## src/common/pwm8_defines.svh

```systemverilog
`ifndef PWM8_DEFINES_SVH
`define PWM8_DEFINES_SVH

// register byte addresses (word aligned)
`define ADDR_CTRL      8'h00
`define ADDR_CMP_A     8'h04
`define ADDR_CMP_B     8'h08
`define ADDR_COUNT     8'h0c
`define ADDR_STATUS    8'h10
`define ADDR_PRESCALE  8'h14

// control register fields
`define CTRL_MODE_LSB  0
`define CTRL_MODE_MSB  2
`define CTRL_ACT_B_LSB 4
`define CTRL_ACT_B_MSB 5
`define CTRL_ACT_A_LSB 6
`define CTRL_ACT_A_MSB 7

// status register fields, write one to clear
`define STAT_OVF       0
`define STAT_MATCH_A   1
`define STAT_MATCH_B   2

// waveform mode codes
`define MODE_PC_FULL   3'h1
`define MODE_FAST_FULL 3'h3
`define MODE_PC_CMPA   3'h5
`define MODE_FAST_CMPA 3'h7

// output action codes
`define ACT_NONE       2'h0
`define ACT_TOGGLE     2'h1
`define ACT_NONINV     2'h2
`define ACT_INV        2'h3

// prescale select codes and counter limits
`define PS_OFF         3'h0
`define PS_DIV1        3'h1
`define PS_DIV8        3'h2
`define PS_DIV64       3'h3
`define PS_DIV256      3'h4
`define PS_DIV1024     3'h5
`define DIV8_LAST      3'h7
`define DIV64_LAST     6'h3f
`define DIV256_LAST    8'hff
`define DIV1024_LAST   10'h3ff

`define COUNT_BOTTOM   8'h00
`define COUNT_MAX      8'hff

`endif

```

## src/common/pwm8_pkg.sv

```systemverilog
package pwm8_pkg;
  typedef enum logic [1:0] {WAVE_OTHER, WAVE_FAST, WAVE_PHASE} wave_kind_t;
  typedef enum {DIR_UP, DIR_DOWN} count_dir_t;
endpackage

```

## src/hdl/pwm8_timer.sv

```systemverilog
`timescale 1ns/100ps
// Summary of operation
// - modes 3 and 7 run single-slope fast PWM
// - fast top is 0xff or compare A
// - fast output clears on match, sets bottom
// - fast counter clears tick after top; bottom action
// - fast overflow flag set at top
// - action two non-inverted, three inverted PWM
// - action one toggles A only with mode msb
// - fast frequency is clock over N times 256
// - fast extremes give spike or constant level
// - fast toggle gives 50% duty, buffered compare
// - modes 1 and 5 run dual-slope PWM
// - phase top is 0xff or compare A
// - phase output clears up-match, sets down-match
// - phase reverses at top, holds no tick
// - phase overflow flag set at bottom
// - phase frequency is clock over N times 510
// - phase extremes give constant low or high
// - leaving top, output takes up-count result unless compare equals top
// - missed up-count match still changes output
// - synchronous, advances only on timer tick
// - action zero does nothing on matches
`include "pwm8_defines.svh"

module pwm8_timer #(
  parameter int COUNT_WIDTH = 8
) (
  input  wire logic        CLK,
  input  wire logic        SRST,
  input  wire logic        CE,
  input  wire logic        CYC_I,
  input  wire logic        STB_I,
  input  wire logic        WE_I,
  input  wire logic [7:0]  ADR_I,
  input  wire logic [3:0]  SEL_I,
  input  wire logic [31:0] DAT_I,
  output logic      [31:0] DAT_O,
  output logic             ACK_O,
  output logic             COMPARE_OUT_A,
  output logic             COMPARE_OUT_B,
  output logic             COMPARE_EN_A,
  output logic             COMPARE_EN_B
);

  if (COUNT_WIDTH != 8) begin : g_width_check
    $error("pwm8_timer serves only an 8-bit counter");
  end

  // configuration and counting state
  logic [2:0]              waveform_mode_sel;
  logic [1:0]              output_action_a_sel;
  logic [1:0]              output_action_b_sel;
  logic [2:0]              prescale_sel;
  logic [7:0]              compare_a_buf;
  logic [7:0]              compare_b_buf;
  logic [7:0]              compare_a_value;
  logic [7:0]              compare_b_value;
  logic [7:0]              count_value;
  pwm8_pkg::count_dir_t    dir;
  logic                    compare_output_a;
  logic                    compare_output_b;
  logic                    overflow_flag;
  logic                    match_flag_a;
  logic                    match_flag_b;
  logic                    count_written;
  logic [9:0]              prescale_cnt;
  logic                    timer_tick;
  logic                    ack;
  logic [31:0]             rdata;

  logic [2:0]              next_waveform_mode_sel;
  logic [1:0]              next_output_action_a_sel;
  logic [1:0]              next_output_action_b_sel;
  logic [2:0]              next_prescale_sel;
  logic [7:0]              next_compare_a_buf;
  logic [7:0]              next_compare_b_buf;
  logic [7:0]              next_compare_a_value;
  logic [7:0]              next_compare_b_value;
  logic [7:0]              next_count_value;
  pwm8_pkg::count_dir_t    next_dir;
  logic                    next_compare_output_a;
  logic                    next_compare_output_b;
  logic                    next_overflow_flag;
  logic                    next_match_flag_a;
  logic                    next_match_flag_b;
  logic                    next_count_written;
  logic [9:0]              next_prescale_cnt;
  logic                    next_timer_tick;
  logic                    next_ack;
  logic [31:0]             next_rdata;

  // mode decode, used for the counter and both channels
  function automatic pwm8_pkg::wave_kind_t wave_kind(input logic [2:0] mode);
    if (mode == `MODE_FAST_FULL || mode == `MODE_FAST_CMPA) begin
      return pwm8_pkg::WAVE_FAST;
    end else if (mode == `MODE_PC_FULL || mode == `MODE_PC_CMPA) begin
      return pwm8_pkg::WAVE_PHASE;
    end
    return pwm8_pkg::WAVE_OTHER;
  endfunction

  // output state after a compare event, shared by both channels
  function automatic logic match_result(input logic [1:0] act, input logic cur, input logic up,
                                        input logic toggle_ok);
    unique case (act)
      `ACT_NONE:   return cur;
      `ACT_TOGGLE: return toggle_ok ? ~cur : cur;
      `ACT_NONINV: return ~up;
      `ACT_INV:    return up;
    endcase
  endfunction

  pwm8_pkg::wave_kind_t kind;
  logic [7:0]           top;
  logic                 at_top;
  logic                 at_bottom;
  logic                 wr;
  logic                 rd;
  logic                 lane0;
  logic                 toggle_ok;

  // mode, top and bus decode; top follows the active compare value, never the buffer
  always_comb begin
    kind      = wave_kind(waveform_mode_sel);
    top       = waveform_mode_sel[2] ? compare_a_value : `COUNT_MAX;
    at_top    = (count_value == top);
    at_bottom = (count_value == `COUNT_BOTTOM);
    wr        = CYC_I && STB_I && WE_I && !ack;
    rd        = CYC_I && STB_I && !WE_I && !ack;
    lane0     = SEL_I[0];
    toggle_ok = waveform_mode_sel[2];
  end

  // prescaler: one-cycle tick enable at the selected division
  // the divider runs free, so after a change of division the first period may be short
  always_comb begin
    next_prescale_cnt = prescale_cnt + 10'h001;
    next_timer_tick   = 1'b0;
    unique case (prescale_sel)
      `PS_DIV1:    next_timer_tick = 1'b1;
      `PS_DIV8:    next_timer_tick = (prescale_cnt[2:0] == `DIV8_LAST);
      `PS_DIV64:   next_timer_tick = (prescale_cnt[5:0] == `DIV64_LAST);
      `PS_DIV256:  next_timer_tick = (prescale_cnt[7:0] == `DIV256_LAST);
      `PS_DIV1024: next_timer_tick = (prescale_cnt == `DIV1024_LAST);
      default:     next_timer_tick = 1'b0;
    endcase
  end

  // counter, buffers, outputs and flags
  always_comb begin
    logic pc_match_a;
    logic pc_match_b;
    logic up;
    logic slope_up;
    pc_match_a                = 1'b0;
    pc_match_b                = 1'b0;
    up                        = (dir == pwm8_pkg::DIR_UP);
    slope_up                  = 1'b1;
    next_waveform_mode_sel    = waveform_mode_sel;
    next_output_action_a_sel  = output_action_a_sel;
    next_output_action_b_sel  = output_action_b_sel;
    next_prescale_sel         = prescale_sel;
    next_compare_a_buf        = compare_a_buf;
    next_compare_b_buf        = compare_b_buf;
    next_compare_a_value      = compare_a_value;
    next_compare_b_value      = compare_b_value;
    next_count_value          = count_value;
    next_dir                  = dir;
    next_compare_output_a     = compare_output_a;
    next_compare_output_b     = compare_output_b;
    next_overflow_flag        = overflow_flag;
    next_match_flag_a         = match_flag_a;
    next_match_flag_b         = match_flag_b;
    // a count write blocks compare matches until one tick has passed
    next_count_written        = count_written && !timer_tick;

    // software clears come first so a same-cycle hardware set wins
    if (wr && lane0 && ADR_I == `ADDR_STATUS) begin
      if (DAT_I[`STAT_OVF])     next_overflow_flag = 1'b0;
      if (DAT_I[`STAT_MATCH_A]) next_match_flag_a  = 1'b0;
      if (DAT_I[`STAT_MATCH_B]) next_match_flag_b  = 1'b0;
    end

    // nothing moves between ticks; the bus side still answers every cycle
    if (timer_tick) begin
      if (kind == pwm8_pkg::WAVE_FAST) begin
        // the top tick both clears the counter and reloads the compares
        if (at_top) begin
          next_count_value     = `COUNT_BOTTOM;
          next_compare_a_value = compare_a_buf;
          next_compare_b_value = compare_b_buf;
        end else begin
          next_count_value = count_value + 8'h01;
        end
        next_dir = pwm8_pkg::DIR_UP;
        if (at_top) begin
          next_overflow_flag = 1'b1;
          // bottom action on the tick that clears the counter; a set or clear match at top is ignored
          // the bottom level is the opposite of what a match gives
          if (output_action_a_sel[1]) next_compare_output_a = ~output_action_a_sel[0];
          if (output_action_b_sel[1]) next_compare_output_b = ~output_action_b_sel[0];
        end
        // a toggle still acts at top; only set or clear waits for bottom
        if (count_value == compare_a_value && !count_written) begin
          if (!(at_top && output_action_a_sel[1]))
            next_compare_output_a = match_result(output_action_a_sel, compare_output_a, 1'b1, toggle_ok);
        end
        if (count_value == compare_b_value && !count_written && !at_top)
          next_compare_output_b = match_result(output_action_b_sel, compare_output_b, 1'b1, 1'b0);
      end else if (kind == pwm8_pkg::WAVE_PHASE) begin
        if (up) begin
          if (at_top) begin
            next_dir             = pwm8_pkg::DIR_DOWN;
            // a top of zero holds the count at zero instead of wrapping to max
            if (!at_bottom) next_count_value = count_value - 8'h01;
            // the down-slope and the next up-slope use the same compare value
            next_compare_a_value = compare_a_buf;
            next_compare_b_value = compare_b_buf;
          end else begin
            next_count_value = count_value + 8'h01;
          end
        end else begin
          if (at_bottom) begin
            next_dir         = pwm8_pkg::DIR_UP;
            if (!at_top) next_count_value = count_value + 8'h01;
          end else begin
            next_count_value = count_value - 8'h01;
          end
        end
        if (next_count_value == `COUNT_BOTTOM) next_overflow_flag = 1'b1;
        pc_match_a = (count_value == compare_a_value) && !count_written;
        pc_match_b = (count_value == compare_b_value) && !count_written;
        // bottom is passed once, while the direction still reads down, yet it opens
        // the up-slope: a match there gives the up-count result
        slope_up   = up || at_bottom;
        // at top the set or clear follows the up-count result, or the down-count result when compare equals top;
        // this also makes good an up-count match skipped by a count loaded above compare
        if (at_top && up) begin
          if (output_action_a_sel[1]) next_compare_output_a = ~output_action_a_sel[0] ^ ~pc_match_a;
          if (output_action_b_sel[1]) next_compare_output_b = ~output_action_b_sel[0] ^ ~pc_match_b;
          if (output_action_a_sel == `ACT_TOGGLE && pc_match_a)
            next_compare_output_a = match_result(output_action_a_sel, compare_output_a, up, toggle_ok);
        end else begin
          if (pc_match_a)
            next_compare_output_a = match_result(output_action_a_sel, compare_output_a, slope_up, toggle_ok);
          if (pc_match_b)
            next_compare_output_b = match_result(output_action_b_sel, compare_output_b, slope_up, 1'b0);
        end
      end else begin
        // other modes only count here, so software still sees a running timer
        next_count_value = count_value + 8'h01;
        next_dir         = pwm8_pkg::DIR_UP;
        if (at_top) next_overflow_flag = 1'b1;
        next_compare_a_value = compare_a_buf;
        next_compare_b_value = compare_b_buf;
      end
      // match flags follow the raw compare in every mode
      if (count_value == compare_a_value && !count_written) next_match_flag_a = 1'b1;
      if (count_value == compare_b_value && !count_written) next_match_flag_b = 1'b1;
    end

    // register writes; low byte lane only
    if (wr && lane0) begin
      unique case (ADR_I)
        `ADDR_CTRL: begin
          next_waveform_mode_sel   = DAT_I[`CTRL_MODE_MSB:`CTRL_MODE_LSB];
          next_output_action_b_sel = DAT_I[`CTRL_ACT_B_MSB:`CTRL_ACT_B_LSB];
          next_output_action_a_sel = DAT_I[`CTRL_ACT_A_MSB:`CTRL_ACT_A_LSB];
        end
        `ADDR_CMP_A: begin
          // in PWM modes the write waits in the buffer for top
          next_compare_a_buf = DAT_I[7:0];
          if (kind == pwm8_pkg::WAVE_OTHER) next_compare_a_value = DAT_I[7:0];
        end
        `ADDR_CMP_B: begin
          next_compare_b_buf = DAT_I[7:0];
          if (kind == pwm8_pkg::WAVE_OTHER) next_compare_b_value = DAT_I[7:0];
        end
        `ADDR_COUNT: begin
          next_count_value   = DAT_I[7:0]; // blocks a match on the next tick
          next_count_written = 1'b1;
        end
        `ADDR_PRESCALE: next_prescale_sel = DAT_I[2:0];
        default: ;
      endcase
    end
  end

  // wishbone slave: one-cycle ack, unmapped reads return zero
  // ack is withheld the cycle after it is given, so a strobe held one cycle past ack is taken a second time
  always_comb begin
    next_ack   = CYC_I && STB_I && !ack;
    next_rdata = 32'h0000_0000;
    if (rd) begin
      unique case (ADR_I)
        `ADDR_CTRL:     next_rdata[7:0] = {output_action_a_sel, output_action_b_sel, 1'b0, waveform_mode_sel};
        `ADDR_CMP_A:    next_rdata[7:0] = compare_a_buf;
        `ADDR_CMP_B:    next_rdata[7:0] = compare_b_buf;
        `ADDR_COUNT:    next_rdata[7:0] = count_value;
        `ADDR_STATUS:   next_rdata[2:0] = {match_flag_b, match_flag_a, overflow_flag};
        `ADDR_PRESCALE: next_rdata[2:0] = prescale_sel;
        default:        next_rdata = 32'h0000_0000;
      endcase
    end
  end

  // all state registers, frozen while CE is low
  always_ff @(posedge CLK) begin
    // reset does not wait for CE, so the block always comes up clean
    if (SRST) begin
      waveform_mode_sel   <= 3'h0;
      output_action_a_sel <= `ACT_NONE;
      output_action_b_sel <= `ACT_NONE;
      prescale_sel        <= `PS_OFF;
      compare_a_buf       <= 8'h00;
      compare_b_buf       <= 8'h00;
      compare_a_value     <= 8'h00;
      compare_b_value     <= 8'h00;
      count_value         <= `COUNT_BOTTOM;
      dir                 <= pwm8_pkg::DIR_UP;
      compare_output_a    <= 1'b0;
      compare_output_b    <= 1'b0;
      overflow_flag       <= 1'b0;
      match_flag_a        <= 1'b0;
      match_flag_b        <= 1'b0;
      count_written       <= 1'b0;
      prescale_cnt        <= 10'h000;
      timer_tick          <= 1'b0;
      ack                 <= 1'b0;
      rdata               <= 32'h0000_0000;
      COMPARE_OUT_A       <= 1'b0;
      COMPARE_OUT_B       <= 1'b0;
      COMPARE_EN_A        <= 1'b0;
      COMPARE_EN_B        <= 1'b0;
    end else if (CE) begin
      waveform_mode_sel   <= next_waveform_mode_sel;
      output_action_a_sel <= next_output_action_a_sel;
      output_action_b_sel <= next_output_action_b_sel;
      prescale_sel        <= next_prescale_sel;
      compare_a_buf       <= next_compare_a_buf;
      compare_b_buf       <= next_compare_b_buf;
      compare_a_value     <= next_compare_a_value;
      compare_b_value     <= next_compare_b_value;
      count_value         <= next_count_value;
      dir                 <= next_dir;
      compare_output_a    <= next_compare_output_a;
      compare_output_b    <= next_compare_output_b;
      overflow_flag       <= next_overflow_flag;
      match_flag_a        <= next_match_flag_a;
      match_flag_b        <= next_match_flag_b;
      count_written       <= next_count_written;
      prescale_cnt        <= next_prescale_cnt;
      timer_tick          <= next_timer_tick;
      ack                 <= next_ack;
      rdata               <= next_rdata;
      // pin copies lag the internal register by one cycle
      COMPARE_OUT_A       <= compare_output_a;
      COMPARE_OUT_B       <= compare_output_b;
      // a reserved toggle code leaves the pin undriven
      COMPARE_EN_A        <= (output_action_a_sel != `ACT_NONE) &&
                             !(output_action_a_sel == `ACT_TOGGLE && kind != pwm8_pkg::WAVE_OTHER && !toggle_ok);
      COMPARE_EN_B        <= (output_action_b_sel != `ACT_NONE) &&
                             !(output_action_b_sel == `ACT_TOGGLE && kind != pwm8_pkg::WAVE_OTHER);
    end
  end

  // bus outputs come straight from their registers
  assign DAT_O = rdata;
  assign ACK_O = ack;

endmodule

```

## config.mk

```make
export PLATFORM = sky130hd
export DESIGN_NAME = pwm8_timer
export DESIGN_NICKNAME = d
export VERILOG_FILES = /design/src/common/pwm8_pkg.sv /design/src/hdl/pwm8_timer.sv
export VERILOG_INCLUDE_DIRS = /design/src /design/src/common
export SDC_FILE = /design/constraint.sdc
export NUM_CORES = 1
export LEC_CHECK = 0
export BUFFER_PORTS_ARGS = -buffer_cell sky130_fd_sc_hd__buf_2
export CORE_ASPECT_RATIO = 0.5
export CORE_MARGIN = 5
export CORE_UTILIZATION = 31
export DETAILED_ROUTE_END_ITERATION = 8
export PLACE_DENSITY = 0.48
export REMOVE_ABC_BUFFERS = 1
export SYNTH_ARGS = -nofsm -noshare
export SYNTH_HDL_FRONTEND = slang
export SYNTH_SLANG_ARGS = --single-unit
```

## constraint.sdc

```tcl
create_clock -name CLK -period 4.35 [get_ports CLK]
set_input_delay 0.2175 -clock CLK [delete_from_list [all_inputs] [get_ports CLK]]
set_output_delay 0.2175 -clock CLK [all_outputs]
set_load 0.01 [all_outputs]
```

==> results.sh <==
export IMPL_dp_slack_ps=1190
export IMPL_synth_edff_count=0
export IMPL_avgSynthCellArea_um2=7.97
export IMPL_place_gp_congestion=0.864
export IMPL_synth_area_leaders="dfxtp_1 (30%), mux2i_1 (6.6%), nor2_1 (5.4%)"
export IMPL_critical_path_top_delay_family="compound AO/OA/AOI/OAI gates"
export IMPL_cp_start_kind="register"
export IMPL_port_buffers=35
export IMPL_grt_max_degree=67
export IMPL_maxSlewViolCount=0
export IMPL_register_area_um2=1620
export IMPL_fmax_mhz=310
export IMPL_finalSetupTns_ps=0
export IMPL_dp_cells=893
export IMPL_tritoncts="yes"
export IMPL_multi_input_area_um2=3330
export IMPL_stdcell_count=909
export IMPL_ctsHoldBuffers=0
export IMPL_dieWidth_um=196
export IMPL_wirelength_um=18100
export IMPL_drive_gt1_share_pct=13.5
export IMPL_synthesis_area_um2=5340
export IMPL_grt_total_usage_pct=17.8
export IMPL_maxCapViolations=0
export IMPL_post_route_period_util_pct=74.3
export IMPL_crit_fanout=13
export IMPL_worstSetupPathType="register to register"
export IMPL_cts_setup_buffers=0
export IMPL_start_util_pct=32.1
export IMPL_drc_errors=0
export IMPL_n_antenna_cell=0
export IMPL_crit_buf_inv=2
export IMPL_dieArea_um2=20100
export IMPL_cts_root_buf="clkbuf_16"
export IMPL_core_area_um2=16600
export IMPL_clock_path_buffers=2
export IMPL_yosysTopAreaCell="dfxtp_1"
export IMPL_worstMarginPinSlew_ps=839
export IMPL_vias_per_cell=5.59
export IMPL_syn_inst=670
export IMPL_p_leak_nw=2.18
export IMPL_worst_slack_ps=1120
export IMPL_pin_count=87
export IMPL_antenna_found_initial=0
export IMPL_setup_viol=0
export IMPL_drtPass1Iterations=5
export IMPL_slowest_stage="dfxtp_1"
export IMPL_die_h_um=103
export IMPL_antenna_left=0
export IMPL_max_slew_margin_rel_pct=43.5
export IMPL_cts_clk_slew_worst_paths_ps=70
export IMPL_worst_r2r_cell_count=11
export IMPL_async_reset_ff_share_pct=0
export IMPL_yosysTopAreaCellShare_pct=30.4
export IMPL_fin_hold_ws_ps=213
export IMPL_cp_cell_sequence="inv_2 > a2111oi_4 > nand2_4 > nor3_4 > inv_1 > ha_1 > and3_1 > a221oi_1 > nand3_1 > a21oi_1 > o31a_1"
export IMPL_end_kind="register"
export IMPL_clock_sinks=81
export IMPL_ys_seq_area_share_pct=30.4
export IMPL_via_count=5082
export IMPL_status="complete, no violations"
export IMPL_nets=733
export IMPL_period_needed_ps=3230
export IMPL_htreeDepth=3
export IMPL_ys_ff_latch=81
export IMPL_drt_iter0_drc=479
export IMPL_rsz0062_at_grt="no"
export IMPL_finish_instance_area_um2=5860
export IMPL_peakVddDrop_uv=155
export IMPL_hp_class="input pin to register"
export IMPL_place_area_um2=5580
export IMPL_rows=33
export IMPL_slowest_delay_ps=620
export IMPL_ys_warn_count=0
export IMPL_dpl_hpwl_um=12800
export IMPL_crit_required_ps=4650
export IMPL_syn2layout_area_growth_pct=9.80
export IMPL_n_fill_cell=1766
export IMPL_grt_overflow_total=0
export IMPL_grt_pass1_vias=4665
export IMPL_worstSetupPathDepth=11
export IMPL_ys_flop_type="dfxtp_1"
export IMPL_wl_per_cell_um=19.9
export IMPL_grt_pass1_wl_um=28000
export IMPL_worst_skew_pair_late_latency_ps=350
export IMPL_yosysUniqueCellTypes=76
export IMPL_whs_path_depth=3
export IMPL_cts_buffers=9
export IMPL_power_density_nw_per_um2=299
export IMPL_crit_arrival_ps=3530
export IMPL_skew_ps=5.82
export IMPL_hold_violations=0
export IMPL_cts_repair_resized=0
==> worst register-to-register path, cell delays in order, from the launching register on <==
cell and delay [ps]:
dfxtp_1 620, inv_2 130, a2111oi_4 570, nand2_4 200
nor3_4 340, inv_1 190, ha_1 300, and3_1 160
a221oi_1 230, nand3_1 140, a21oi_1 170, o31a_1 140
==> routing by layer <==
layer / vias up / GRT usage, % / share of wire [%]
met5: - / 0 / 0
met4: 0 / 4.83 / 1.7
met3: 22 / 2.94 / 5.6
met2: 164 / 27.1 / 43
met1: 2467 / 26.1 / 50
li1: 2429 / - / -
==> synthesized netlist by cell type, types with 5 or more instances <==
master and n:
buf_4 26, nor2b_1 5, nand2_1 57, ha_1 6, o221ai_1 16, and3_1 7, a21oi_1 57, nor2_1 77
and2_1 10, xor2_1 18, dfxtp_1 81, o21ai_0 18, buf_2 13, nand4_1 10, clkbuf_1 30, o22ai_1 6
o31ai_1 5, nand3_1 27, mux2i_1 35, a22oi_1 11, a31oi_1 8, nor3_1 9, xnor2_1 9, a22o_1 6
nor4_1 5, inv_1 20, a221oi_1 10
==> cell families (layout without fill, tap and decap cells) <==
kind of cell | count (synthesis) | in the layout | synth area share (%)
and+or+nand+nor | 235 | 235 | 21.6
xor gates and xnor gates | 27 | 27 | 4.43
other | 1 | 24 | 0.0702
adders and majority gates | 6 | 6 | 1.41
buffers and inverters | 95 | 84 | 8.81
DFF | 81 | 81 | 30.4
AOI/OAI and AO/OA | 186 | 186 | 25.9
muxes | 39 | 39 | 7.41
==> area by class of cell <==
class / instances / area share (%)
clock buffer: 9 / 3.84
clock inverter: 7 / 1.05
inverter: 23 / 1.47
multi-input combinational: 517 / 56.9
sequential: 81 / 27.7
tap: 227 / 4.85
timing repair buffer: 45 / 4.27
==> power breakdown <==
group          switching (mW)  internal (mW)
combinational           0.150         0.0722
sequential             0.0197          0.756
clock                   0.355          0.398
==> placed cells by master (no fill, tap or decap), types with 3 or more instances in the layout <==
cell and n:
nor4_1 5, o211ai_1 3, a311oi_1 4, nand3_1 27, o22ai_1 6, a22oi_1 11, or2_2 4, dfxtp_1 81
xor2_1 18, clkbuf_16 9, xnor2_1 9, a22o_1 6, o221ai_1 16, a211oi_1 3, inv_1 20, conb_1 24
a222oi_1 3, or3_1 4, and2_1 10, o221a_2 3, inv_6 3, buf_4 10, o31ai_1 5, nor2b_1 5
mux2_2 4, a221oi_1 10, a2111oi_2 4, and3_1 7, ha_1 6, a21oi_1 57, nor3_1 9, mux2i_1 35
nor2_1 77, a31oi_1 8, nand4_1 10, nand2b_1 4, o21ai_0 18, nand2_1 57, buf_2 35
==> sequential cells by signal (all words and copies together), names as in the netlist, 2 cells and up <==
| name | cells |
|---|---|
| DAT_O | 8 |
| compare_a_buf | 8 |
| compare_a_value | 8 |
| compare_b_buf | 8 |
| compare_b_value | 8 |
| count_value | 8 |
| output_action_a_sel | 2 |
| output_action_b_sel | 2 |
| prescale_cnt | 10 |
| prescale_sel | 3 |
| waveform_mode_sel | 3 |
==> through the flow <==
| step | utilization, % | total power [mW] |
|---|---|---|
| after floorplan | - | 0.917 |
| after global placement | 33.5 | 1.01 |
| after detailed placement | 33.5 | 1.01 |
| after CTS | 35.2 | 1.77 |
| after global routing | 35.2 | 1.83 |
| final | 35.2 | 1.75 |
==> worst paths after layout <==
kind / slack [ps] / endpoint / start
setup / recovery: 1120 / count_value[0] / count_value[3]
hold / removal: 210 / compare_a_buf[6] / DAT_I[6]
setup reg to reg: 1120 / count_value[0] / count_value[3]
hold reg to reg: 460 / DAT_O[3] / DAT_O[3]
Power figures use the tool's default switching activity.
